$ cat src/include/fpl_pkg.sv
// package: constants and types for the flyback protection logic
package fpl_pkg;

  // ****************************************************************
  // timing figures and derived cycle counts
  // ****************************************************************
  localparam int CLK_PERIOD_PS     = 4000;
  localparam int BLANK_TIME_PS     = 350000;                 // 350 ns blanking
  localparam int AUX_DELAY_PS      = 3000000;                // 3 us sample delay
  localparam int SCP_TIME_MS       = 16;                     // 16 ms short-circuit
  localparam int CLK_PER_MS        = 250000;
  localparam int BLANK_CYCLES      = (BLANK_TIME_PS + CLK_PERIOD_PS - 1) / CLK_PERIOD_PS;
  localparam int AUX_DELAY_CYCLES  = (AUX_DELAY_PS + CLK_PERIOD_PS - 1) / CLK_PERIOD_PS;
  localparam int SCP_CYCLES        = SCP_TIME_MS * CLK_PER_MS;
  localparam int OLP_TICKS         = 64;                     // timer ticks for overload delay
  localparam int OLP_SUPPLY_LOCKOUT_LEVEL_EVENTS   = 4;                      // release on 4th supply-off
  localparam int AUX_OV_CYCLES     = 4;                      // consecutive aux overvoltage cycles

  // ****************************************************************
  // variant encoding
  // ****************************************************************
  localparam logic VARIANT_AUTO    = 1'b0;
  localparam logic VARIANT_LATCH   = 1'b1;

  // ****************************************************************
  // gate state machine
  // ****************************************************************
  typedef enum logic [1:0] {
    FPL_IDLE  = 2'b00,
    FPL_ON    = 2'b01,
    FPL_OFF   = 2'b10
  } fpl_gate_t;

endpackage : fpl_pkg

$ cat src/logic/fpl_sync.sv
// two-stage synchroniser for a bundle of comparator flags
`timescale 1ns/1ps
module fpl_sync #(
  parameter int W = 1
) (
  input  wire logic         core_clk,  // clock
  input  wire logic         reset,     // sync reset, active high
  input  wire logic [W-1:0] async_in,  // raw levels
  output logic      [W-1:0] sync_out   // synchronised levels
);
  logic [W-1:0] meta_r;
  logic [W-1:0] meta_nxt;
  logic [W-1:0] sync_r;
  logic [W-1:0] sync_nxt;

  always_comb begin
    meta_nxt = async_in;
    sync_nxt = meta_r;
  end

  always_ff @(posedge core_clk) begin
    if (reset) begin
      meta_r <= '0;
      sync_r <= '0;
    end else begin
      meta_r <= meta_nxt;
      sync_r <= sync_nxt;
    end
  end

  assign sync_out = sync_r;
endmodule : fpl_sync

$ cat src/logic/fpl_count.sv
// saturating up-counter that clears when its condition drops
`timescale 1ns/1ps
module fpl_count #(
  parameter int W = 8
) (
  input  wire logic         core_clk,  // clock
  input  wire logic         reset,     // sync reset, active high
  input  wire logic         clr,       // synchronous clear
  input  wire logic         run,       // hold condition, count while high
  input  wire logic         step,      // advance strobe
  input  wire logic [W-1:0] limit,     // terminal count
  output logic              done       // count reached limit
);
  logic [W-1:0] cnt_r;
  logic [W-1:0] cnt_nxt;

  always_comb begin
    cnt_nxt = cnt_r;
    if (clr || !run) begin
      cnt_nxt = '0;
    end else if (step && cnt_r < limit) begin
      cnt_nxt = cnt_r + W'(1);
    end
  end

  always_ff @(posedge core_clk) begin
    if (reset) begin
      cnt_r <= '0;
    end else begin
      cnt_r <= cnt_nxt;
    end
  end

  assign done = run && (cnt_r >= limit);
endmodule : fpl_count

$ cat src/logic/fpl_top.sv
// flyback protection and gate gating logic
// Functional notes
// - end gate-on when current sense comparator reaches its limit
// - compensation source on only with feedback above 2.9V and high line
// - ignore current sense for 350ns after each gate turn-on
// - auto-recovery: gate off, short burst at each supply-on, resume when fault gone
// - latched: gate stays off until power-down reset then supply-on
// - overload trips when feedback at/above 4.2V beyond timer delay
// - overload release only at 4th supply-off event; latched variant instead holds it until power-down reset
// - short-circuit trips when feedback high over 16ms with supply below 10V
// - supply overvoltage turns gate off at once until next supply-on
// - falling edge of aux winding sense starts new gate-on
// - sample aux overvoltage comparator 3us after gate turn-off
// - aux overvoltage judged from 300uA sink comparator sample
// - four consecutive aux overvoltage cycles turn switch off
// - over-temperature disables gate, auto re-enable once flag clears
// - external fault pin below 1.25V latches shutdown
// - overload delay counted in ticks of capacitor timer oscillator
// - feedback below stop level disables gate, above start level releases
`timescale 1ns/1ps
module fpl_top
#(
  parameter int SCP_CYCLES_P = fpl_pkg::SCP_CYCLES  // short-circuit delay in clocks
) (
  input  wire logic core_clk,            // 250 MHz clock
  input  wire logic reset,               // sync reset, active high
  input  wire logic power_down_reset,    // supply below power-down level
  input  wire logic supply_on_evt,       // supply rose past lockout on level
  input  wire logic supply_off_evt,      // supply fell past lockout off level
  input  wire logic supply_below_10v,    // supply below 10 V comparator
  input  wire logic supply_ov,           // supply overvoltage comparator
  input  wire logic primary_current_sense, // current sense reached 0.65 V
  input  wire logic feedback_high,       // feedback level at or above 4.2 V
  input  wire logic feedback_comp_on,    // feedback level above 2.9 V
  input  wire logic feedback_stop,       // feedback below stop trip level
  input  wire logic feedback_start,      // feedback above start trip level
  input  wire logic high_line,           // line detector reports high line
  input  wire logic aux_winding_sense,   // aux above 0.05 V zero-crossing comparator
  input  wire logic aux_ov_current,      // aux sink current above 300 uA
  input  wire logic over_temp,           // on-chip over-temperature flag
  input  wire logic ext_fault_low,       // external fault pin below 1.25 V
  input  wire logic timer_cap_tick,      // timer capacitor oscillator tick
  input  wire logic variant_latch,       // 1: latched handling, 0: auto-recovery
  output logic      flyback_gate_drive,  // gate enable
  output logic      comp_source_en,      // current-sense offset compensation enable
  output logic      fault_latched,       // any fault, burst stop or power-down reset holding the gate off
  output logic      overload_protect,    // overload trip held
  output logic      short_circuit_protect, // short-circuit trip held
  output logic      overvoltage_protect  // supply or aux overvoltage held
);
  import fpl_pkg::*;

  // ****************************************************************
  // synchronisers
  // ****************************************************************
  localparam int NS = 17;
  logic [NS-1:0] raw_in;
  logic [NS-1:0] s_in;
  assign raw_in = {power_down_reset, supply_on_evt, supply_off_evt, supply_below_10v,
                   supply_ov, primary_current_sense, feedback_high, feedback_comp_on,
                   feedback_stop, feedback_start, high_line, aux_winding_sense,
                   aux_ov_current, over_temp, ext_fault_low, timer_cap_tick,
                   variant_latch};

  fpl_sync #(.W(NS)) u_sync (
    .core_clk (core_clk),
    .reset    (reset),
    .async_in (raw_in),
    .sync_out (s_in)
  );

  logic pdr_s, son_s, soff_s, s10_s, sov_s, cs_s, fbh_s, fbc_s;
  logic fbstop_s, fbstart_s, hl_s, aux_s, auxov_s, ot_s, ext_s, tick_s, var_s;
  assign {pdr_s, son_s, soff_s, s10_s, sov_s, cs_s, fbh_s, fbc_s, fbstop_s, fbstart_s,
          hl_s, aux_s, auxov_s, ot_s, ext_s, tick_s, var_s} = s_in;

  // ****************************************************************
  // edge detection on synchronised levels
  // ****************************************************************
  logic [3:0] dly_r, dly_nxt;  // previous aux, supply-on, supply-off, tick levels
  logic       aux_fall, son_rise, soff_rise, tick_rise;
  always_comb begin
    dly_nxt = {aux_s, son_s, soff_s, tick_s};
  end
  always_ff @(posedge core_clk) begin
    if (reset) begin
      dly_r <= 4'h0;
    end else begin
      dly_r <= dly_nxt;
    end
  end
  assign aux_fall  = dly_r[3] && !aux_s;
  assign son_rise  = son_s && !dly_r[2];
  assign soff_rise = soff_s && !dly_r[1];
  assign tick_rise = tick_s && !dly_r[0];

  // ****************************************************************
  // overload and short-circuit timers
  // ****************************************************************
  logic olp_done, scp_done, scp_run;
  assign scp_run = fbh_s && s10_s;

  fpl_count #(.W(8)) u_olp_cnt (
    .core_clk (core_clk),
    .reset    (reset),
    .clr      (pdr_s),
    .run      (fbh_s),
    .step     (tick_rise),
    .limit    (8'(OLP_TICKS)),
    .done     (olp_done)
  );

  fpl_count #(.W(24)) u_scp_cnt (
    .core_clk (core_clk),
    .reset    (reset),
    .clr      (pdr_s),
    .run      (scp_run),
    .step     (1'b1),
    .limit    (24'(SCP_CYCLES_P)),
    .done     (scp_done)
  );

  // ****************************************************************
  // fault latches
  // ****************************************************************
  logic olp_r, scp_r, sov_r, aov_r, ot_r, ext_r, sov_lat_r, aov_lat_r, olp_lat_r;
  logic olp_nxt, scp_nxt, sov_nxt, aov_nxt, ot_nxt, ext_nxt;
  logic sov_lat_nxt, aov_lat_nxt, olp_lat_nxt;
  logic [2:0] supply_lockout_level_cnt_r, supply_lockout_level_cnt_nxt;
  logic [2:0] aov_cnt_r, aov_cnt_nxt;
  logic aux_sample, auto_clear;

  // auto faults clear at supply-on once the cause is gone; latched wait for power-down
  assign auto_clear = son_rise;

  always_comb begin
    olp_nxt      = olp_r;
    scp_nxt      = scp_r;
    sov_nxt      = sov_r;
    aov_nxt      = aov_r;
    ot_nxt       = ot_s;
    ext_nxt      = ext_r;
    sov_lat_nxt  = sov_lat_r;
    aov_lat_nxt  = aov_lat_r;
    olp_lat_nxt  = olp_lat_r;
    supply_lockout_level_cnt_nxt = supply_lockout_level_cnt_r;
    aov_cnt_nxt  = aov_cnt_r;
    if (pdr_s) begin
      olp_nxt      = 1'b0;
      scp_nxt      = 1'b0;
      sov_nxt      = 1'b0;
      aov_nxt      = 1'b0;
      ext_nxt      = 1'b0;
      sov_lat_nxt  = 1'b0;
      aov_lat_nxt  = 1'b0;
      olp_lat_nxt  = 1'b0;
      supply_lockout_level_cnt_nxt = 3'h0;
      aov_cnt_nxt  = 3'h0;
    end else begin
      // overload: counts supply-off events, auto release on the 4th
      if (olp_r && !olp_lat_r && soff_rise) begin
        if (supply_lockout_level_cnt_r == 3'(OLP_SUPPLY_LOCKOUT_LEVEL_EVENTS - 1)) begin
          olp_nxt      = 1'b0;
          supply_lockout_level_cnt_nxt = 3'h0;
        end else begin
          supply_lockout_level_cnt_nxt = supply_lockout_level_cnt_r + 3'h1;
        end
      end
      if (olp_done) begin
        olp_nxt     = 1'b1;
        olp_lat_nxt = var_s;
      end
      // short-circuit: auto-recovery, retried at each supply-on
      if (scp_r && auto_clear) begin
        scp_nxt = 1'b0;
      end
      if (scp_done) begin
        scp_nxt = 1'b1;
      end
      // supply overvoltage: off until supply-on, latched variant waits for power-down
      if (sov_r && !sov_lat_r && auto_clear && !sov_s) begin
        sov_nxt = 1'b0;
      end
      if (sov_s) begin
        sov_nxt     = 1'b1;
        sov_lat_nxt = var_s;
      end
      // aux overvoltage: counts consecutive sampled cycles
      if (aov_r && !aov_lat_r && auto_clear) begin
        aov_nxt = 1'b0;
      end
      if (aux_sample) begin
        if (auxov_s) begin
          if (aov_cnt_r == 3'(AUX_OV_CYCLES - 1)) begin
            aov_nxt     = 1'b1;
            aov_lat_nxt = var_s;
            aov_cnt_nxt = 3'h0;
          end else begin
            aov_cnt_nxt = aov_cnt_r + 3'h1;
          end
        end else begin
          aov_cnt_nxt = 3'h0;
        end
      end
      if (ext_s) begin
        ext_nxt = 1'b1;
      end
    end
  end

  always_ff @(posedge core_clk) begin
    if (reset) begin
      olp_r      <= 1'b0;
      scp_r      <= 1'b0;
      sov_r      <= 1'b0;
      aov_r      <= 1'b0;
      ot_r       <= 1'b0;
      ext_r      <= 1'b0;
      sov_lat_r  <= 1'b0;
      aov_lat_r  <= 1'b0;
      olp_lat_r  <= 1'b0;
      supply_lockout_level_cnt_r <= 3'h0;
      aov_cnt_r  <= 3'h0;
    end else begin
      olp_r      <= olp_nxt;
      scp_r      <= scp_nxt;
      sov_r      <= sov_nxt;
      aov_r      <= aov_nxt;
      ot_r       <= ot_nxt;
      ext_r      <= ext_nxt;
      sov_lat_r  <= sov_lat_nxt;
      aov_lat_r  <= aov_lat_nxt;
      olp_lat_r  <= olp_lat_nxt;
      supply_lockout_level_cnt_r <= supply_lockout_level_cnt_nxt;
      aov_cnt_r  <= aov_cnt_nxt;
    end
  end

  // ****************************************************************
  // gate state machine
  // ****************************************************************
  fpl_gate_t  st_r, st_nxt;
  logic [9:0] tmr_r, tmr_nxt;
  logic       fb_en_r, fb_en_nxt;
  logic       blocked;
  logic       cs_end;

  // burst off on stop level, back on at start level
  always_comb begin
    fb_en_nxt = fb_en_r;
    if (fbstop_s) begin
      fb_en_nxt = 1'b0;
    end else if (fbstart_s) begin
      fb_en_nxt = 1'b1;
    end
  end

  assign blocked = olp_r || scp_r || sov_r || aov_r || ot_r || ext_r || !fb_en_r
                   || pdr_s;

  // blanking hides the switching spike from the limit comparator
  assign cs_end = cs_s && (tmr_r >= 10'(BLANK_CYCLES));

  always_comb begin
    st_nxt     = st_r;
    tmr_nxt    = tmr_r;
    aux_sample = 1'b0;
    case (st_r)
      FPL_IDLE: begin
        tmr_nxt = 10'h0;
        if (!blocked && aux_fall) begin
          st_nxt = FPL_ON;
        end
      end
      FPL_ON: begin
        if (tmr_r != 10'h3FF) begin
          tmr_nxt = tmr_r + 10'h1;
        end
        if (blocked || cs_end) begin
          st_nxt  = FPL_OFF;
          tmr_nxt = 10'h0;
        end
      end
      FPL_OFF: begin
        tmr_nxt = tmr_r + 10'h1;
        if (tmr_r == 10'(AUX_DELAY_CYCLES - 1)) begin
          aux_sample = 1'b1;
          st_nxt     = FPL_IDLE;
        end
      end
      default: begin
        st_nxt  = FPL_IDLE;
        tmr_nxt = 10'h0;
      end
    endcase
  end

  always_ff @(posedge core_clk) begin
    if (reset) begin
      st_r    <= FPL_IDLE;
      tmr_r   <= 10'h0;
      fb_en_r <= 1'b1;
    end else begin
      st_r    <= st_nxt;
      tmr_r   <= tmr_nxt;
      fb_en_r <= fb_en_nxt;
    end
  end

  // ****************************************************************
  // outputs
  // ****************************************************************
  logic gate_r, gate_nxt, comp_r, comp_nxt;

  always_comb begin
    gate_nxt = (st_nxt == FPL_ON);
    comp_nxt = fbc_s && hl_s;
  end

  always_ff @(posedge core_clk) begin
    if (reset) begin
      gate_r <= 1'b0;
      comp_r <= 1'b0;
    end else begin
      gate_r <= gate_nxt;
      comp_r <= comp_nxt;
    end
  end

  assign flyback_gate_drive    = gate_r;
  assign comp_source_en        = comp_r;
  assign fault_latched         = blocked;
  assign overload_protect      = olp_r;
  assign short_circuit_protect = scp_r;
  assign overvoltage_protect   = sov_r || aov_r;
endmodule : fpl_top

$ cat config.mk
export PLATFORM = sky130hd
export DESIGN_NAME = fpl_top
export DESIGN_NICKNAME = d
export VERILOG_FILES = /design/src/include/fpl_pkg.sv /design/src/logic/fpl_sync.sv /design/src/logic/fpl_count.sv /design/src/logic/fpl_top.sv
export SDC_FILE = /design/constraint.sdc
export NUM_CORES = 1
export LEC_CHECK = 0
export ABC_AREA = 1
export BUFFER_PORTS_ARGS = -buffer_cell sky130_fd_sc_hd__buf_2
export CORE_MARGIN = 4
export CORE_UTILIZATION = 53
export CTS_CLUSTER_DIAMETER = 150
export DETAILED_ROUTE_END_ITERATION = 10
export PLACE_DENSITY = 0.74
export SYNTH_ARGS = -nofsm -noshare
export SYNTH_HDL_FRONTEND = slang
export SYNTH_SLANG_ARGS = --single-unit
$ cat constraint.sdc
create_clock -name core_clk -period 1.4 [get_ports core_clk]
set_input_delay 0.28 -clock core_clk [delete_from_list [all_inputs] [get_ports core_clk]]
set_output_delay 0.28 -clock core_clk [all_outputs]
set_load 0.01 [all_outputs]
---- After elaboration in Yosys (flattened, before gate mapping) ----
Index checks and enable logic that the tools add are counted.
word-level totals
  bits in registers ....................... 100
cells by class
  add/sub/neg operators ................... 5
  magnitude comparators ................... 5
  equality and inequality tests ........... 8
  multiplexer cells ....................... 25
  reductions and logical operators ........ 53
operators with widths
  kind                   number
  $add 24x1->24 const B  1
  $ge 24x22->1 const B   1
  $lt 24x22->1 const B   1
  $mux 10                2
  $pmux 10 s2            1
  $logic_and 1x1->1      19
  $mux 1                 15
  $logic_not 1->1        12
  $logic_or 1x1->1       11
  $add 10x1->10 const B  1
  $eq 10x10->1 const B   1
  $ge 10x7->1 const B    1
  $ne 10x10->1 const B   1
  $reduce_bool 2->1      5
  $mux 3                 3
  $add 8x1->8 const B    1
  $ge 8x7->1 const B     1
  $lt 8x7->1 const B     1
  $add 3x1->3 const B    2
  $eq 3x2->1 const B     2
  $mux 2                 3
  $pmux 2 s3             1
  $reduce_or 2->1        3
  $eq 2x1->1 const B     2
  5 further kinds        5

---- Logic depth before layout (Yosys ltp) ----
Gate-level depths: netlist of the first run.
  depth after elaboration ................. 12
  gate-level depth with buffers ........... 11

---- Modules after synthesis ----
Synthesis of the first run repeated with hierarchy kept, for this count alone.
second synthesis, totals
  cell total of the unflattened synthesis .. 849
  area, all modules ....................... 5879.4 sq um
by module, submodules not included
  module                  times used  cells each  area an instance (sq um)  seq. area each (sq um)
  fpl_count at u_scp_cnt  1           388         2408.6                    480.5
  fpl_top                 1           237         1739.2                    680.7
  fpl_sync                1           106         985.9                     680.7
  fpl_count at u_olp_cnt  1           118         745.7                     160.2

---- Worst setup path after synthesis of the first run ----
Ideal clock, no wire load.
  path kind ............................... register -> register
  start point ............................. register u_scp_cnt.cnt_r[0]
  end point ............................... register u_scp_cnt.cnt_r[16]
  library setup time ...................... 0.066 ns
  arrival time ............................ 1.396 ns
  setup slack ............................. -0.062 ns
  stages on the path, launching flop included .. 9
  buffers on the path ..................... 0
  period minus slack after synthesis ...... 1.462 ns
  path through ............................ dfxtp_1 > ha_1 > inv_1 > nor2_4 > nand2_2 > nor2_1 > xor2_1 > nand2_1 > a21oi_2
on the way
  word-level cells in the longest chain between the ends .. 1
  elaborated cells between the ends (all ways) .. 2
  those cells by class .................... add/sub (1); order compare (1)
RTL lines
  what                                           RTL line                          source
  start: declaration                             fpl_count.sv:14                   logic [W-1:0] cnt_r;
  start signal: assignment                       fpl_count.sv:30                   cnt_r <= cnt_nxt;
  $add 24x1->24 or $lt 24x22->1 (tied branches)  fpl_count.sv:22, fpl_count.sv:21
Several ways; a longest one is shown, not always the timed one.
A chain may end at the register's enable or synchronous reset.

---- Final worst setup path of the first run ----
  start point ............................. register tmr_r[1]
  end point ............................... register tmr_r[1]
on the way
  word-level cells in the longest chain between the ends .. 5
  elaborated cells between the ends (all ways) .. 9
  those cells by class .................... add/sub (1); order compare (1); eq/ne (2); mux (3); reduce/logical (2)
RTL lines
  what                      RTL line        source
  start: declaration        fpl_top.sv:243  logic [9:0] tmr_r, tmr_nxt;
  start signal: assignment  fpl_top.sv:305  tmr_r <= tmr_nxt;
  $ge 10x7->1               fpl_top.sv:262  assign cs_end = cs_s && (tmr_r >= 10'(BLANK_CYCLES));
  $logic_and 1x1->1         fpl_top.sv:262
  $logic_or 1x1->1          fpl_top.sv:279  if (blocked || cs_end) begin
  $mux 10                   fpl_top.sv:279
  $pmux 10 s2               fpl_top.sv:268  case (st_r)
Several ways; a longest one is shown, not always the timed one. The select of a mux whose other input is x is not followed.

==> summary.txt, run 1 <==
Clocking
  – CTS tree: done
  – Htree depth: 3
  – TritonCTS Buffers: 9
  – Worst skew pair latency: 370 ps
  – Max Root-Sink Buffers: 2
  – Reg clk slew, reported paths: 110 ps
  – Clk root buf: clkbuf_8
  – CTS sink cnt: 100

Status
  – Outcome: finished, violations left
  – Failing checks: negative setup slack

Route
  – DRT antenna net count: 0
  – DR iter-0 viols: 124
  – Drt wl/cell: 12.2 um
  – Detailed Routing Iterations Pass 1: 5
  – Vias: 3,920
  – Via-to-Cell Ratio: 4.87
  – Final routed DRC violation total: 0
  – Final wirelength: 9.83 mm

Place
  – DPL Wire Length: 6.43 mm
  – RePlAce Congestion: 0.897
  – Post-place instance area: 4960 sq um
  – Pre-CTS WS: -95.5 ps
  – Port-buffer cells: 24
  – Placed Cells: 779

Synthesis
  – Yosys top cell area share: 44.9%
  – Gate count after technology mapping: 619
  – Share of the yosys chip area belonging to registers: 44.9%
  – FFs w/ async S/R, synth: 0%
  – Post-synthesis register bit count: 100
  – Most common cell in the netlist: nand2_1
  – Syn Area/Cell: 7.20 sq um
  – Most frequent cells after synthesis: nand2_1 (139), nor2_1 (116), dfxtp_1 (100), inv_1 (96), a21oi_1 (36)
  – Area leader, netlist: dfxtp_1
  – Netlist cell types: 34
  – EDFF count, synth: 0
  – Synth area leaders: dfxtp_1 (45%), nand2_1 (12%), nor2_1 (9.8%)
  – Synthesized area: 4460 sq um
  – Post-synth top flop: dfxtp_1
  – Yosys warnings: 0
  – Post-Syn Nets: 650

Global routing
  – GRT Overall Usage: 19.4%
  – Antenna violations before repair: 0
  – Grt ovf: 0
  – First-pass GRT wire length: 15.9 mm
  – Number of global-route vias before repair: 3,816
  – Largest net degree at the start of global routing: 32

Critical path
  – Worst setup SP type: flop
  – Crit path kind: flop to flop
  – Worst endpoint data arrival time: 1810 ps
  – Critical path data required time: 1700 ps
  – Crit-path max FO: 5
  – Crit end category: flop

Power and ir drop
  – Leak: 2.36 nW
  – Peak supply drop: 0.890 mV
  – Pwr Density: 882 nW/um^2
  – Overall Power: 4.95 mW

Timing
  – Final worst slack: -107 ps
  – Worst Skew: 17.2 ps
  – Final setup violation count: 30
  – Rel. slew slack: 77.0%
  – Unrepaired setup endpoints after global routing: yes
  – Worst Tran Pin Value: 340 ps
  – Fin crit period: 1510 ps
  – Hold Violations, Final: 0
  – Tcrit/Tclk final: 108%
  – Worst hold slack: 102 ps
  – FMAX: 663 MHz
  – Slew Limit Fails: 0

Floorplan
  – Die width: 99.7 um
  – DIE AREA: 9940 sq um
  – I/O pin count: 25
  – Initial Utilization: 54.2%
  – Core area: 8220 sq um
  – Rows: 33
  – Die H: 99.7 um

Final layout
  – Design area: 5610 sq um
  – Fill cells: 667
  – Non-Filler Instances: 805
  – Ant. Diodes: 0
  – Area Overhead vs Synth: 26.0%
  – Layout cell share with drive strength beyond 1: 30.7%
  – Final net count: 726

Worst hold path
  – Worst min-delay path category: input port to flop

Run
  – MaxCap Viol Count: 0
[cell usage in the layout (no fill, tap or decap), types with 2 or more instances in the layout]
| master | count |
|---|---|
| nand2_1 | 124 |
| nor2_1 | 94 |
| inv_1 | 92 |
| dfxtp_1 | 75 |
| buf_4 | 43 |
| nand3_1 | 23 |
| buf_2 | 23 |
| nor2_2 | 22 |
| a21oi_1 | 21 |
| dfxtp_2 | 21 |
| a21oi_2 | 16 |
| o21ai_0 | 16 |
| nand2_2 | 15 |
| xor2_1 | 11 |
| nor2_4 | 10 |
| ha_1 | 10 |
| nand2_4 | 9 |
| clkbuf_8 | 9 |
| inv_2 | 8 |
| buf_6 | 7 |
| nand3b_1 | 5 |
| nand4_1 | 4 |
| nor3_2 | 4 |
| inv_8 | 4 |
| dfxtp_4 | 4 |
| o21ai_1 | 3 |
| nand2_8 | 2 |
| nand3_4 | 2 |
| xnor2_1 | 2 |
| o21ai_2 | 2 |
| nand3_2 | 2 |
[what timing repair did]
action	4_1_cts	5_1_grt
buffers inserted	4	3
setup endpoints to repair	18	44
cloned	1	4
pin swaps	11	25
resized for setup	23	100
hold buffers	0	0
[through the flow]
stage | utilization, % | TNS (ps)
after CTS | 64.3 | -577
final | 68.3 | -1040
after global placement | 60.4 | -79.8
after detailed placement | 60.4 | -517
after floorplan | - | 0
after global routing | 68.3 | -3490
[power breakdown]
group          switching [mW]  total, mW  internal, mW
Combinational           0.124      0.208        0.0842
Clock                    1.11       1.83         0.714
Sequential             0.0223       2.91          2.89
Total                    1.26       4.95          3.69
[worst paths after layout]
check	to	startpoint	slack [ps]	depth (start not counted)
worst max-delay path	tmr_r[1]	tmr_r[1]	-110	9
worst min-delay path	u_sync.meta_r[6]	high_line	100	3
worst max register to register	tmr_r[1]	tmr_r[1]	-110	9
worst min register to register	u_sync.sync_out[10]	u_sync.meta_r[10]	400	2
[state kept, by name (all words and copies together) (netlist names), 2 cells and up]
| name | cells |
|---|---|
| u_olp_cnt.cnt_r | 8 |
| u_scp_cnt.cnt_r | 24 |
| u_sync.sync_out | 17 |
| tmr_r | 10 |
| st_r | 2 |
| aov_cnt_r | 3 |
| supply_lockout_level_cnt_r | 3 |
| dly_r | 4 |
| u_sync.meta_r | 17 |
[per-layer routing]
layer,vias to the layer above,track usage [%],part of all wire (%)
li1,2050,-,-
met1,1761,22.9,43
met2,89,35.0,51
met3,20,4.07,4.3
met4,0,6.30,1.8
met5,-,0,0
[cells by family (layout without fill, tap and decap cells)]
kind of cell	count (synthesis)	in the layout	synth area share, %
AO/OA/AOI/OAI	62	62	7.33
XOR/XNOR	14	14	2.75
adder cells (fa/ha/maj)	12	12	3.37
buffers and inverters	112	190	9.94
flip-flops	100	100	44.9
AND/OR/NAND/NOR	319	322	31.7
[critical path, stage by stage, from the launching register on]
cell and delay, ps:
dfxtp_2 380, ha_4 150, nand2_4 60, nor2_4 130, nand2_2 90, nor2_4 170, nand4_4 180, nand2_4 120
nand2_4 70, nor2_2 110
[layout make-up]
class,instances,area [sq um],share of cell area [%]
Inverter,101,382,6.80
Tap cell,105,131,2.34
Clock inverter,7,77.6,1.38
Clock buffer,9,124,2.21
Timing Repair Buffer,73,517,9.21
Multi-Input combinational cell,410,2340,41.7
Sequential cell,100,2040,36.4
Power figures use the tool's default switching activity.
==> run 2, diff against run 1 <==
--- a/config.mk
+++ b/config.mk
@@ -11,7 +11,7 @@
 export CORE_UTILIZATION = 53
 export CTS_CLUSTER_DIAMETER = 150
 export DETAILED_ROUTE_END_ITERATION = 10
-export PLACE_DENSITY = 0.74
+export PLACE_DENSITY_LB_ADDON = 0.3
 export SYNTH_ARGS = -nofsm -noshare
 export SYNTH_HDL_FRONTEND = slang
 export SYNTH_SLANG_ARGS = --single-unit
==> summary.txt, run 2 (synthesis gave the netlist of run 1 again) <==
Timing
  – FMAX: 635 MHz (-4.3%)
  – Fin crit period: 1570 ps (+67.6 ps)
  – Worst Tran Pin Value: 418 ps (+77.3 ps)
  – Unrepaired setup endpoints after global routing: yes
  – Tcrit/Tclk final: 112% (+4.8 points)
  – Setup Total Neg Slack: -1770 ps (-726 ps)
  – Final setup violation count: 25 (-17%)
  – Hold Violations, Final: 0 (unchanged)
  – Rel. slew slack: 71.8% (-5.2 points)
  – Final worst slack: -175 ps (-67.6 ps)
  – Slew Limit Fails: 0 (unchanged)
  – Worst Skew: 19.8 ps (+2.67 ps)

Critical path
  – Worst R2R End: tmr_r[0]
  – Worst endpoint data arrival time: 1830 ps (+20 ps)
  – CP max stage delay: 390 ps (about the same)
  – Crit path launch: tmr_r[1]
  – Critical path data required time: 1650 ps (-50 ps)
  – Worst R2R Start: tmr_r[1]
  – Crit path kind: flop to flop
  – FF-to-FF setup slack: -170 ps (-70 ps)
  – Cells on worst reg2reg path: 10 (+1)
  – Critical path's slowest cell: dfxtp_4
  – CP bufs+invs: 1 (+1)
  – Worst setup SP type: flop
  – Most used cell, CP: nor2_4
  – Crit path max-delay family: simple AND/OR/NAND/NOR gates
  – CP endpoint: tmr_r[0]
  – Critical path depth: 10 (+1)
  – Crit-path max FO: 4 (-1)
  – Crit end category: flop
  – Critical-path cell list: ha_4 -> nand2_4 -> nor2_4 -> nand2_2 -> nor2_4 -> inv_1 -> nor2_4 -> nand2_1 -> nand2_1 -> nor2_2

Clocking
  – TritonCTS Buffers: 9 (unchanged)
  – Clk root buf: clkbuf_8
  – Worst skew pair latency: 370 ps (about the same)
  – Htree depth: 3 (unchanged)
  – Max Root-Sink Buffers: 2 (unchanged)
  – Hold Buf Count CTS: 0 (unchanged)
  – CTS tree: done
  – Reg clk slew, reported paths: 120 ps (about the same)
  – CTS sink cnt: 100 (unchanged)

Global routing
  – GRT Overall Usage: 18.9% (-0.49 points)
  – First-pass GRT wire length: 15.6 mm (-1.6%)
  – Grt ovf: 0 (unchanged)
  – Largest net degree at the start of global routing: 41 (+28%)
  – Antenna violations before repair: 0 (unchanged)
  – Number of global-route vias before repair: 3,645 (-4.5%)

Final layout
  – Final net count: 732 (+0.83%)
  – Most common cell after layout, fill and taps aside: nand2_1
  – Ant. Diodes: 0 (unchanged)
  – Commonest cells after routing, fill and taps aside: nand2_1 (121), nor2_1 (95), inv_1 (88)
  – Max reg flops: 24 (unchanged)
  – Non-Filler Instances: 811 (+0.75%)
  – Area Overhead vs Synth: 30.3%
  – Fill cells: 576 (-14%)
  – Reg with most FFs: u_scp_cnt.cnt_r
  – Layout cell share with drive strength beyond 1: 33.4% (+2.7 points)

Route
  – Final routed DRC violation total: 0 (unchanged)
  – Vias: 4,058 (+3.5%)
  – Final wirelength: 10.3 mm (+4.3%)
  – Drt wl/cell: 12.6 um (+3.5%)
  – Detailed Routing Iterations Pass 1: 6 (+1)
  – Via-to-Cell Ratio: 5.00 (+2.8%)
  – DR iter-0 viols: 200 (+61%)
  – DRT antenna net count: 0 (unchanged)

Floorplan
  – Initial Utilization: 54.2% (unchanged)
  – I/O pin count: 25 (unchanged)
  – Die H: 99.7 um (unchanged)
  – Rows: 33 (unchanged)
  – Core area: 8220 sq um (unchanged)
  – Die width: 99.7 um (unchanged)
  – DIE AREA: 9940 sq um (unchanged)

Power and ir drop
  – Leak: 2.43 nW (+2.7%)
  – Overall Power: 5.05 mW (+2.0%)
  – Pwr Density: 870 nW/um^2 (-1.4%)
  – Peak supply drop: 0.769 mV (-14%)

Place
  – RePlAce Congestion: 0.854 (-4.8%)
  – DPL Wire Length: 6.22 mm (-3.3%)
  – Placed Cells: 774 (-0.64%)
  – Port-buffer cells: 24 (unchanged)

Status
  – Failing checks: negative setup slack
  – Outcome: finished, violations left

Run
  – MaxCap Viol Count: 0 (unchanged)

Worst hold path
  – Worst min-delay path category: input port to flop
  – WHS Path Cells: 3 (unchanged)
run 2: cell count changes in the layout (fill, tap and decap cells not counted), moves of 4 or more:
cell / delta
inv_2: +4
dfxtp_2: +5
nand3_2: +4
nand3_1: -7
buf_6: +5
inv_1: -4
run 2: per-stage QoR:
step,hold slack [ps],instance area [sq um],worst slack (ps),util (%)
floorplan,387,4460,5.66,-
global placement,389,4920,-16.6,59.9
detailed placement,392,4920,-78.9,59.9
CTS,85.9,5250,-148,63.9
global route,84.0,5800,-243,70.6
finish,102,5800,-175,70.6
run 2: how the worst min path moves through the flow:
stage	startpoint	endpoint	slack (ps)
detailed placement	u_sync.meta_r[10]	u_sync.sync_out[10]	390
finish	high_line	u_sync.meta_r[6]	100
floorplan	variant_latch	u_sync.meta_r[0]	390
CTS	high_line	u_sync.meta_r[6]	90
global placement	u_sync.meta_r[16]	u_sync.sync_out[16]	390
global route	aux_winding_sense	u_sync.meta_r[5]	80
run 2: where the power goes:
group	internal, mW	switching, mW	total (mW)	leakage (nW)
Combinational	0.120	0.144	0.265	1.49
Sequential	2.90	0.0219	2.92	0.829
Clock	0.726	1.14	1.87	0.106
run 2: repair_timing:
item,CTS,global route
buffers inserted,3,15
resized for setup,20,131
cloned,3,1
pin swaps,8,37
endpoints found under the setup margin,29,44
run 2: layer usage:
metal  GRT usage, %  vias to the layer above  share of wire [%]
li1               -                     2057                  -
met1           24.1                     1868                 43
met2           31.9                      109                 50
met3           4.63                       24                4.8
met4           5.46                        0                2.4
met5              0                        -                  0
run 2: final cells by class:
type | instances | area [sq um] | share of cell area, %
clock buffers | 9 | 124 | 2.13
clock inverters | 7 | 88.8 | 1.53
inverters | 101 | 382 | 6.57
multi-input cells | 410 | 2440 | 42.1
flip-flops and latches | 100 | 2040 | 35.2
well taps | 105 | 131 | 2.26
repair buffers | 79 | 596 | 10.3
run 2: tightest hold or removal path, stage by stage:
cell,delay [ps]
buf_2,90
inv_1,40
nor2_1,30
